### config.mk
export PLATFORM = sky130hd
export DESIGN_NAME = brg_clock_gen
export DESIGN_NICKNAME = d
export VERILOG_FILES = /design/src/core/brg_pkg.sv /design/src/core/brg_clock_gen.sv
export SDC_FILE = /design/constraint.sdc
export NUM_CORES = 1
export LEC_CHECK = 0
export BUFFER_PORTS_ARGS = -buffer_cell sky130_fd_sc_hd__buf_4
export CORE_MARGIN = 8
export CORE_UTILIZATION = 57
export CTS_CLUSTER_DIAMETER = 50
export CTS_CLUSTER_SIZE = 28
export DETAILED_ROUTE_END_ITERATION = 6
export PLACE_DENSITY = 0.82
export RECOVER_POWER = 100
export SLEW_MARGIN = 20
export SYNTH_ARGS = -nofsm -noshare
export SYNTH_HDL_FRONTEND = slang
export SYNTH_SLANG_ARGS = --single-unit
### constraint.sdc
create_clock -name CLOCK -period 4.4 [get_ports CLOCK]
set_input_delay 0.66 -clock CLOCK [delete_from_list [all_inputs] [get_ports CLOCK]]
set_output_delay 0.66 -clock CLOCK [all_outputs]
set_load 0.05 [all_outputs]
### src/core/brg_pkg.sv
// Constants, field positions and types of the bit-rate clock generator
package brg_pkg;
  // Channel count and register width
  localparam int BRG_CHANNELS = 2;
  localparam int BRG_REG_W = 8;
  // Field positions
  localparam int BRG_OVERSAMPLE_BIT = 3;
  localparam int BRG_DIV_ENABLE_BIT = 5;
  localparam int BRG_ENH_ENABLE_BIT = 6;
  localparam int BRG_QUARTER_BIT = 7;
  localparam int BRG_HIGH_BITS_MSB = 7;
  localparam int BRG_HIGH_BITS_LSB = 6;
  localparam int BRG_MANT_MSB = 5;
  localparam int BRG_EXP_LSB_MSB = 7;
  // Divider widths
  localparam int BRG_VALUE_W = 10;
  localparam int BRG_MANT_W = 6;
  localparam int BRG_EXP_W = 4;
  localparam int BRG_CNT_W = 22;
  localparam logic [BRG_MANT_W-1:0] BRG_MANT_ZERO = 6'h00;
  localparam logic [BRG_EXP_W-1:0] BRG_EXP_ZERO = 4'h0;
  localparam logic [BRG_CNT_W-1:0] BRG_CNT_ONE = 22'h000001;
  // Oversampling ratio, counted as 0..15
  localparam logic [3:0] BRG_OVERSAMPLE_LAST = 4'hf;
  // Master clock quarter divide, counted as 0..3
  localparam logic [1:0] BRG_QUARTER_LAST = 2'h3;
  // Command execution: 2.5 internal clocks, finished by the second rising edge
  localparam logic [1:0] BRG_CMD_TICKS = 2'h2;
  // Reference of the external generator, in kHz (informational)
  localparam real BRG_REFERENCE_KHZ = 18432.0;
  // Port register reset and generator programming pins
  localparam logic [BRG_REG_W-1:0] BRG_PORT_RESET = 8'h00;
  localparam int BRG_PORT_GEN_DATA = 0;
  localparam int BRG_PORT_GEN_CLOCK = 1;
  localparam logic [BRG_REG_W-1:0] BRG_PORT_GEN_MASK = 8'h03;
  // Command sequencer states
  typedef enum logic [0:0] {
    BRG_CMD_IDLE = 1'b0,
    BRG_CMD_BUSY = 1'b1
  } brg_cmd_state_t;
endpackage

### src/core/brg_clock_gen.sv
// Bit-rate clock generation for two serial channels
`timescale 1ns/1ns

// ==========================================================
// Two-flop synchroniser with rising-edge pulse
// Pin levels move off the clock, so two flops let them settle
module brg_sync_edge (
  // Clock and reset
  input wire logic clk,
  input wire logic rst,
  // Asynchronous pin and results
  input wire logic pin,
  output logic level,
  output logic rise
);
  // Metastable stage and edge history
  logic meta;
  logic last;

  // First flop feeds only the second
  always_ff @(posedge clk or posedge rst) begin
    if (rst) begin
      meta <= 1'b0;
      level <= 1'b0;
      last <= 1'b0;
    end else begin
      meta <= pin;
      level <= meta;
      last <= level;
    end
  end

  // History starts low like an idle pin, so reset raises no false edge
  assign rise = level & ~last;
endmodule

// ==========================================================
// One channel: divider, oversampler, internal timing, command timing
module brg_channel
  import brg_pkg::*;
(
  // Clock and reset
  input wire logic clk,
  input wire logic rst,
  // Shared oscillator, synchronised
  input wire logic osc_level,
  input wire logic osc_rise,
  // External transmit clock, synchronised
  input wire logic tx_ext_rise,
  // Configuration
  input wire logic [BRG_REG_W-1:0] cfg_first,
  input wire logic [BRG_REG_W-1:0] cfg_second,
  input wire logic [BRG_REG_W-1:0] cfg_fourth,
  input wire logic [BRG_REG_W-1:0] divisor_low,
  input wire logic master_mode,
  input wire logic tx_external,
  // Command write
  input wire logic cmd_write,
  input wire logic [BRG_REG_W-1:0] cmd_data,
  // Results
  output logic div_clock,
  output logic bit_tick,
  output logic internal_tick,
  output logic cmd_busy,
  output logic cmd_exec,
  output logic [BRG_REG_W-1:0] cmd_code,
  output logic cmd_lost
);
  // Decoded configuration fields
  logic oversample;
  logic div_enable;
  logic enhanced;
  logic [BRG_VALUE_W-1:0] value;
  logic [BRG_VALUE_W-1:0] value_eff;
  logic [BRG_EXP_W-1:0] exponent;
  logic [BRG_MANT_W-1:0] mantissa;

  // Divider counter and its output
  logic [BRG_CNT_W-1:0] reload;
  logic [BRG_CNT_W-1:0] count;
  logic toggle_clk;
  logic div_tick;

  // Oversampler, quarter divider and command sequencer
  logic [3:0] over_count;
  logic [1:0] quarter_count;
  logic quarter_tick;
  brg_cmd_state_t cmd_state;
  logic [1:0] cmd_count;

  // Field extraction
  assign oversample = cfg_first[BRG_OVERSAMPLE_BIT];
  assign div_enable = cfg_second[BRG_DIV_ENABLE_BIT];
  assign enhanced = cfg_fourth[BRG_ENH_ENABLE_BIT];
  assign value = {cfg_second[BRG_HIGH_BITS_MSB:BRG_HIGH_BITS_LSB], divisor_low};
  assign exponent = {cfg_second[BRG_HIGH_BITS_MSB:BRG_HIGH_BITS_LSB],
                     divisor_low[BRG_EXP_LSB_MSB:BRG_HIGH_BITS_LSB]};
  assign mantissa = divisor_low[BRG_MANT_MSB:0];

  // Zero low field forces the whole value to zero
  // Kept on purpose: existing host software expects this quirk
  assign value_eff = (value[BRG_MANT_W-1:0] == BRG_MANT_ZERO) ? '0 : value;

  // Ticks per half period (or full period when enhanced and exponent is zero), minus one
  // Enhanced m>0 reloads (n+1)*2^(m-1), so two halves give (n+1)*2^m
  // Widest case is 64 shifted by 14, well inside the counter width
  always_comb begin
    reload = '0;
    if (enhanced) begin
      if (exponent == BRG_EXP_ZERO) begin
        reload = BRG_CNT_W'(mantissa);
      end else begin
        reload = BRG_CNT_W'((BRG_CNT_W'(mantissa) + BRG_CNT_ONE)
                 << (exponent - 4'h1)) - BRG_CNT_ONE;
      end
    end else begin
      reload = BRG_CNT_W'(value_eff);
    end
  end

  // Reloading counter; a new setting takes effect at the next reload, no stall
  // Limitation: a change waits for the running count to expire
  always_ff @(posedge clk or posedge rst) begin
    if (rst) begin
      count <= '0;
      toggle_clk <= 1'b0;
    end else if (osc_rise) begin
      if (count == '0) begin
        count <= reload;
        if (enhanced && exponent == BRG_EXP_ZERO) begin
          toggle_clk <= 1'b1;
        end else begin
          toggle_clk <= ~toggle_clk;
        end
      end else begin
        count <= count - BRG_CNT_ONE;
        if (enhanced && exponent == BRG_EXP_ZERO) begin
          toggle_clk <= 1'b0;
        end
      end
    end
  end

  // Divided clock; divider off passes the oscillator (divisor one)
  // Registered, so it lags the counter by one cycle
  always_ff @(posedge clk or posedge rst) begin
    if (rst) begin
      div_clock <= 1'b0;
    end else begin
      div_clock <= div_enable ? toggle_clk : osc_level;
    end
  end

  // One pulse per divisor period, at the rising edge of the divided clock
  // Taken at the reload that raises the output, so no extra flop is needed
  assign div_tick = div_enable
                  ? (osc_rise && count == '0 && (~toggle_clk ||
                     (enhanced && exponent == BRG_EXP_ZERO)))
                  : osc_rise;

  // Oversampling by sixteen
  // Cleared while off, so enabling starts counting a fresh bit
  always_ff @(posedge clk or posedge rst) begin
    if (rst) begin
      over_count <= '0;
      bit_tick <= 1'b0;
    end else begin
      bit_tick <= 1'b0;
      if (!oversample) begin
        over_count <= '0;
        bit_tick <= div_tick;
      end else if (div_tick) begin
        over_count <= over_count + 4'h1;
        bit_tick <= (over_count == BRG_OVERSAMPLE_LAST);
      end
    end
  end

  // Master clock quarter divider
  // Free-running; its phase against a command is arbitrary
  always_ff @(posedge clk or posedge rst) begin
    if (rst) begin
      quarter_count <= '0;
    end else if (osc_rise) begin
      quarter_count <= quarter_count + 2'h1;
    end
  end

  assign quarter_tick = osc_rise && (quarter_count == BRG_QUARTER_LAST);

  // Internal timing source: master clock, or the selected transmit clock
  // Hazard: a stopped transmit clock stalls commands until it runs again
  always_comb begin
    if (master_mode) begin
      internal_tick = cfg_fourth[BRG_QUARTER_BIT] ? quarter_tick : osc_rise;
    end else begin
      internal_tick = tx_external ? tx_ext_rise : bit_tick;
    end
  end

  // Command sequencer; a slow internal clock stretches the busy time
  // A write while busy is dropped and flagged, never queued
  // Busy falls as execute rises, so the next write may follow at once
  always_ff @(posedge clk or posedge rst) begin
    if (rst) begin
      cmd_state <= BRG_CMD_IDLE;
      cmd_count <= '0;
      cmd_code <= '0;
      cmd_exec <= 1'b0;
      cmd_lost <= 1'b0;
    end else begin
      cmd_exec <= 1'b0;
      cmd_lost <= 1'b0;
      case (cmd_state)
        BRG_CMD_IDLE: begin
          if (cmd_write) begin
            cmd_code <= cmd_data;
            cmd_count <= '0;
            cmd_state <= BRG_CMD_BUSY;
          end
        end
        BRG_CMD_BUSY: begin
          if (cmd_write) begin
            cmd_lost <= 1'b1;
          end
          if (internal_tick) begin
            if (cmd_count == BRG_CMD_TICKS - 2'h1) begin
              cmd_exec <= 1'b1;
              cmd_state <= BRG_CMD_IDLE;
            end else begin
              cmd_count <= cmd_count + 2'h1;
            end
          end
        end
        default: begin
          cmd_state <= BRG_CMD_IDLE;
        end
      endcase
    end
  end

  assign cmd_busy = (cmd_state == BRG_CMD_BUSY);
endmodule

// ==========================================================
// Top: shared oscillator, two channels, general port pins
module brg_clock_gen
  import brg_pkg::*;
(
  // Clock and reset
  input wire logic CLOCK,
  input wire logic RST,
  // Shared oscillator from the programmable generator
  input wire logic OSCILLATOR_INPUT,
  // Per-channel external transmit clock pins
  input wire logic [BRG_CHANNELS-1:0] TX_CLOCK_PIN,
  // Per-channel configuration
  input wire logic [BRG_CHANNELS-1:0][BRG_REG_W-1:0] CHANNEL_CONFIG_FIRST,
  input wire logic [BRG_CHANNELS-1:0][BRG_REG_W-1:0] CHANNEL_CONFIG_SECOND,
  input wire logic [BRG_CHANNELS-1:0][BRG_REG_W-1:0] CHANNEL_CONFIG_FOURTH,
  input wire logic [BRG_CHANNELS-1:0][BRG_REG_W-1:0] BAUD_DIVISOR_LOW,
  input wire logic [BRG_CHANNELS-1:0] MASTER_CLOCK_ENABLE,
  input wire logic [BRG_CHANNELS-1:0] TX_CLOCK_EXTERNAL,
  // Per-channel command register writes
  input wire logic [BRG_CHANNELS-1:0] COMMAND_WRITE,
  input wire logic [BRG_CHANNELS-1:0][BRG_REG_W-1:0] COMMAND_REGISTER,
  // General port register and direction
  input wire logic GENERAL_PORT_WRITE,
  input wire logic [BRG_REG_W-1:0] GENERAL_PORT_REGISTER,
  input wire logic [BRG_REG_W-1:0] GENERAL_PORT_DIRECTION,
  // Clock results
  output logic [BRG_CHANNELS-1:0] DIVIDED_CLOCK,
  output logic [BRG_CHANNELS-1:0] BIT_TICK,
  output logic [BRG_CHANNELS-1:0] INTERNAL_TICK,
  // Command status
  output logic [BRG_CHANNELS-1:0] COMMAND_BUSY,
  output logic [BRG_CHANNELS-1:0] COMMAND_EXECUTE,
  output logic [BRG_CHANNELS-1:0][BRG_REG_W-1:0] COMMAND_CODE,
  output logic [BRG_CHANNELS-1:0] COMMAND_LOST,
  // General port pins
  output logic [BRG_REG_W-1:0] GENERAL_PORT_OUT,
  output logic [BRG_REG_W-1:0] GENERAL_PORT_OE
);
  // Synchronised oscillator and transmit edges
  logic osc_level;
  logic osc_rise;
  logic [BRG_CHANNELS-1:0] tx_rise;

  // One synchroniser for the oscillator, shared by both channels
  // Both channels see one edge, so a rate change moves them together
  brg_sync_edge u_osc_sync (
    .clk(CLOCK),
    .rst(RST),
    .pin(OSCILLATOR_INPUT),
    .level(osc_level),
    .rise(osc_rise)
  );

  // Channels and their transmit clock pins
  // Only the rising edge of a transmit pin is used; its level is left open
  for (genvar ch = 0; ch < BRG_CHANNELS; ch++) begin : g_ch
    brg_sync_edge u_tx_sync (
      .clk(CLOCK),
      .rst(RST),
      .pin(TX_CLOCK_PIN[ch]),
      .level(),
      .rise(tx_rise[ch])
    );

    brg_channel u_channel (
      .clk(CLOCK),
      .rst(RST),
      .osc_level(osc_level),
      .osc_rise(osc_rise),
      .tx_ext_rise(tx_rise[ch]),
      .cfg_first(CHANNEL_CONFIG_FIRST[ch]),
      .cfg_second(CHANNEL_CONFIG_SECOND[ch]),
      .cfg_fourth(CHANNEL_CONFIG_FOURTH[ch]),
      .divisor_low(BAUD_DIVISOR_LOW[ch]),
      .master_mode(MASTER_CLOCK_ENABLE[ch]),
      .tx_external(TX_CLOCK_EXTERNAL[ch]),
      .cmd_write(COMMAND_WRITE[ch]),
      .cmd_data(COMMAND_REGISTER[ch]),
      .div_clock(DIVIDED_CLOCK[ch]),
      .bit_tick(BIT_TICK[ch]),
      .internal_tick(INTERNAL_TICK[ch]),
      .cmd_busy(COMMAND_BUSY[ch]),
      .cmd_exec(COMMAND_EXECUTE[ch]),
      .cmd_code(COMMAND_CODE[ch]),
      .cmd_lost(COMMAND_LOST[ch])
    );
  end

  // Port register; generator data and clock bits always drive
  // Direction only matters for the other bits; the host cannot float these
  always_ff @(posedge CLOCK or posedge RST) begin
    if (RST) begin
      GENERAL_PORT_OUT <= BRG_PORT_RESET;
      GENERAL_PORT_OE <= BRG_PORT_GEN_MASK;
    end else begin
      if (GENERAL_PORT_WRITE) begin
        GENERAL_PORT_OUT <= GENERAL_PORT_REGISTER;
      end
      GENERAL_PORT_OE <= GENERAL_PORT_DIRECTION | BRG_PORT_GEN_MASK;
    end
  end
endmodule

==> impl_metrics.json <==
{
  "status": "finished with violations",
  "failed_checks": "max-capacitance violations, max-slew violations",
  "timing.final.crit_share": 0.878,
  "cp-endpoint": "g_ch[1].u_channel.count[19]",
  "htreeDepth": 3,
  "syn-cell-area_um2": 8010,
  "syn_avg_cell_area_um2": 8.13,
  "slew_viol_final": 91,
  "synth_ff_type": "dfrtp_1",
  "tns_ns": 0,
  "power_w": 0.00354,
  "cts_setup_buffers": 0,
  "track_usage": 0.230,
  "async_flop_share": 1.00,
  "yosysTopAreaCell": "dfrtp_1",
  "insertedDiodeCount": 0,
  "synth_warnings": 0,
  "r2r-end": "g_ch[1].u_channel.over_count[3]",
  "grt_max_degree": 91,
  "synth_top_cell_area_share": 0.347,
  "wl_per_cell_um": 16.6,
  "worstSetupEndpointType": "flip-flop",
  "hp-class": "flip-flop to flip-flop",
  "reg2reg_slack_ns": 0.99,
  "slew_headroom": -1.18,
  "antenna_found_initial": 0,
  "rsz0062_at_grt": "false",
  "synthCells": 986,
  "io_buffers": 111,
  "start_kind": "input pin",
  "fin_area_um2": 9060,
  "synth.area.top_cells": "dfrtp_1, nand2_1, o21ai_0",
  "vias": 7622,
  "route.detailed.drc": 0,
  "dieWidth_um": 135,
  "drtIter0Drc": 579,
  "worst_ep_arrival_time_ns": 4.15,
  "ys_ff_latch": 111,
  "die_h_um": 135,
  "clock.fmax_mhz": 259,
  "num_rows": 43,
  "cts_tree": "yes",
  "gp_congestion": 0.957,
  "hold_path_depth": 0,
  "drive_above_1_share": 0.123,
  "setup_violations": 0,
  "synth_cell_types": 85,
  "vdd_drop_max_mv": 0.215,
  "grt_overflow": 0,
  "initial_core_util": 0.579,
  "cap_viol_max_count": 1,
  "critical_path_class": "input pin to flip-flop",
  "fin_crit_ns": 3.86,
  "startpoint": "BAUD_DIVISOR_LOW[15]",
  "placed_area_um2": 8950,
  "required_ns": 4.69,
  "synth_edf_count": 0,
  "insertion_delay_ns": 0.35,
  "path_max_fanout": 14,
  "yosysMostFrequentCell": "nand2_1",
  "ctsLongestPathBuffers": 2,
  "fin_nets": 1198,
  "core_um2": 13800,
  "drtPass1Iterations": 7,
  "first_global_vias": 7060,
  "dieArea_um2": 18100,
  "clk_pin_slew_ns": 0.07,
  "clock_sink_count": 111,
  "leakage_nw": 3.63,
  "hold_viol": 0,
  "skew_ns": 0.00668,
  "ioPinCount": 152,
  "holdBufCountCts": 0,
  "tightest_slew_ns": 3.26,
  "hpwl_um": 15800,
  "cts_buffers": 9,
  "r2r-start": "g_ch[1].u_channel.count[7]",
  "synth_common_cells": "nand2_1, dfrtp_1, nor2_1",
  "grt_first_pass_wirelength_um": 34700,
  "cts_root_buf": "clkbuf_16",
  "yosysSeqAreaShare": 0.347,
  "powerDensity_nw_per_um2": 391,
  "cts_resized": 0,
  "worst_r2r_path_depth": 9,
  "drt_wl_total_um": 20900,
  "antenna_left": 0,
  "viasPerCell": 6.06,
  "syn2layout_area_growth_pct": 13.0
}
-- cell families (layout without fill, tap and decap cells) --
family                   after synthesis  in the layout  synth area share
adder cells (fa/ha/maj)               18             18            0.0281
multiplexers                          26             26            0.0347
buffers and inverters                 89            179            0.0512
flip-flops                           111            111             0.347
AO/OA/AOI/OAI                        247            247             0.202
AND/OR/NAND/NOR                      442            442             0.278
XOR/XNOR                              52             52            0.0592
other                                  1              2          0.000468
-- cell usage in the layout, fill, tap and decap left out, types with 12 or more instances in the layout --
cell type | netlist | final
a21oi_1 | 62 | 62
and3_1 | 16 | 16
buf_4 | 16 | 73
clkbuf_1 | 33 | 50
dfrtp_1 | 111 | 111
ha_1 | 18 | 18
inv_1 | 28 | 28
mux2_2 | 14 | 13
mux2i_1 | 12 | 12
nand2_1 | 134 | 134
nand2b_1 | 19 | 19
nand3_1 | 34 | 35
nand4_1 | 15 | 15
nor2_1 | 83 | 83
nor2b_1 | 19 | 19
nor3_1 | 37 | 38
nor4_1 | 16 | 16
o21ai_0 | 64 | 67
or3_1 | 17 | 17
xnor2_1 | 36 | 36
xor2_1 | 15 | 15
-- layer usage --
layer / GRT usage / vias to the layer above / routed length [um]
li1: - / 3739 / -
met1: 0.323 / 3559 / 9890
met2: 0.354 / 300 / 9170
met3: 0.0383 / 24 / 1500
met4: 0.0705 / 0 / 293
met5: 0 / - / 0
-- state kept, by name (all words and copies together) (netlist names), 4 cells and up --
signal                        flops
g_ch.u_channel.count             44
g_ch.u_channel.cmd_code          16
GENERAL_PORT_OUT                  8
g_ch.u_channel.over_count         8
GENERAL_PORT_OE                   6
g_ch.u_channel.cmd_count          4
g_ch.u_channel.quarter_count      4
-- area by class of cell --
type / count / area (um2)
Multi-Input combinational cell: 787 / 4820
Fill cell: 1236 / 4770
Sequential cell: 111 / 2780
Timing Repair Buffer: 134 / 820
Clock buffer: 11 / 243
Tap cell: 180 / 225
Inverter: 29 / 109
Clock inverter: 5 / 63.8
-- critical path: stages --
cell	delay [ns]
buf_4	0.11
inv_1	0.06
ha_1	0.51
clkbuf_1	0.30
nand2b_1	0.21
o32a_1	0.20
nand2_1	0.11
a222oi_1	0.84
nand4_4	0.28
or4_1	0.54
a211o_1	0.26
nand2_1	0.06
-- through the flow --
step                hold slack [ns]  utilization  cells  setup slack (ns)
CTS                           0.358        0.670   1257             0.656
global placement              0.335        0.647   1241             0.333
floorplan                     0.331            -    987             0.705
detailed placement            0.340        0.647   1241             0.302
finish                        0.356        0.655   1257             0.536
global route                  0.360        0.655   1257             0.259
-- where the power goes --
| part | internal, W | leakage, nW | switching, W | total [W] |
|---|---|---|---|---|
| clock network | 0.000463 | 0.147 | 0.000374 | 0.000837 |
| registers | 0.00120 | 1.26 | 0.000129 | 0.00133 |
| logic | 0.000425 | 2.22 | 0.000942 | 0.00137 |
-- worst min path at each step --
stage / startpoint / endpoint / slack (ns)
after floorplan: g_ch[0].u_tx_sync.meta / g_ch[0].u_tx_sync.level / 0.33
after global placement: g_ch[1].u_tx_sync.meta / g_ch[1].u_tx_sync.level / 0.34
after detailed placement: u_osc_sync.meta / u_osc_sync.level / 0.34
after CTS: u_osc_sync.meta / u_osc_sync.level / 0.36
after global routing: u_osc_sync.meta / u_osc_sync.level / 0.36
final: u_osc_sync.meta / u_osc_sync.level / 0.36
(Power assumes the default switching activity.)
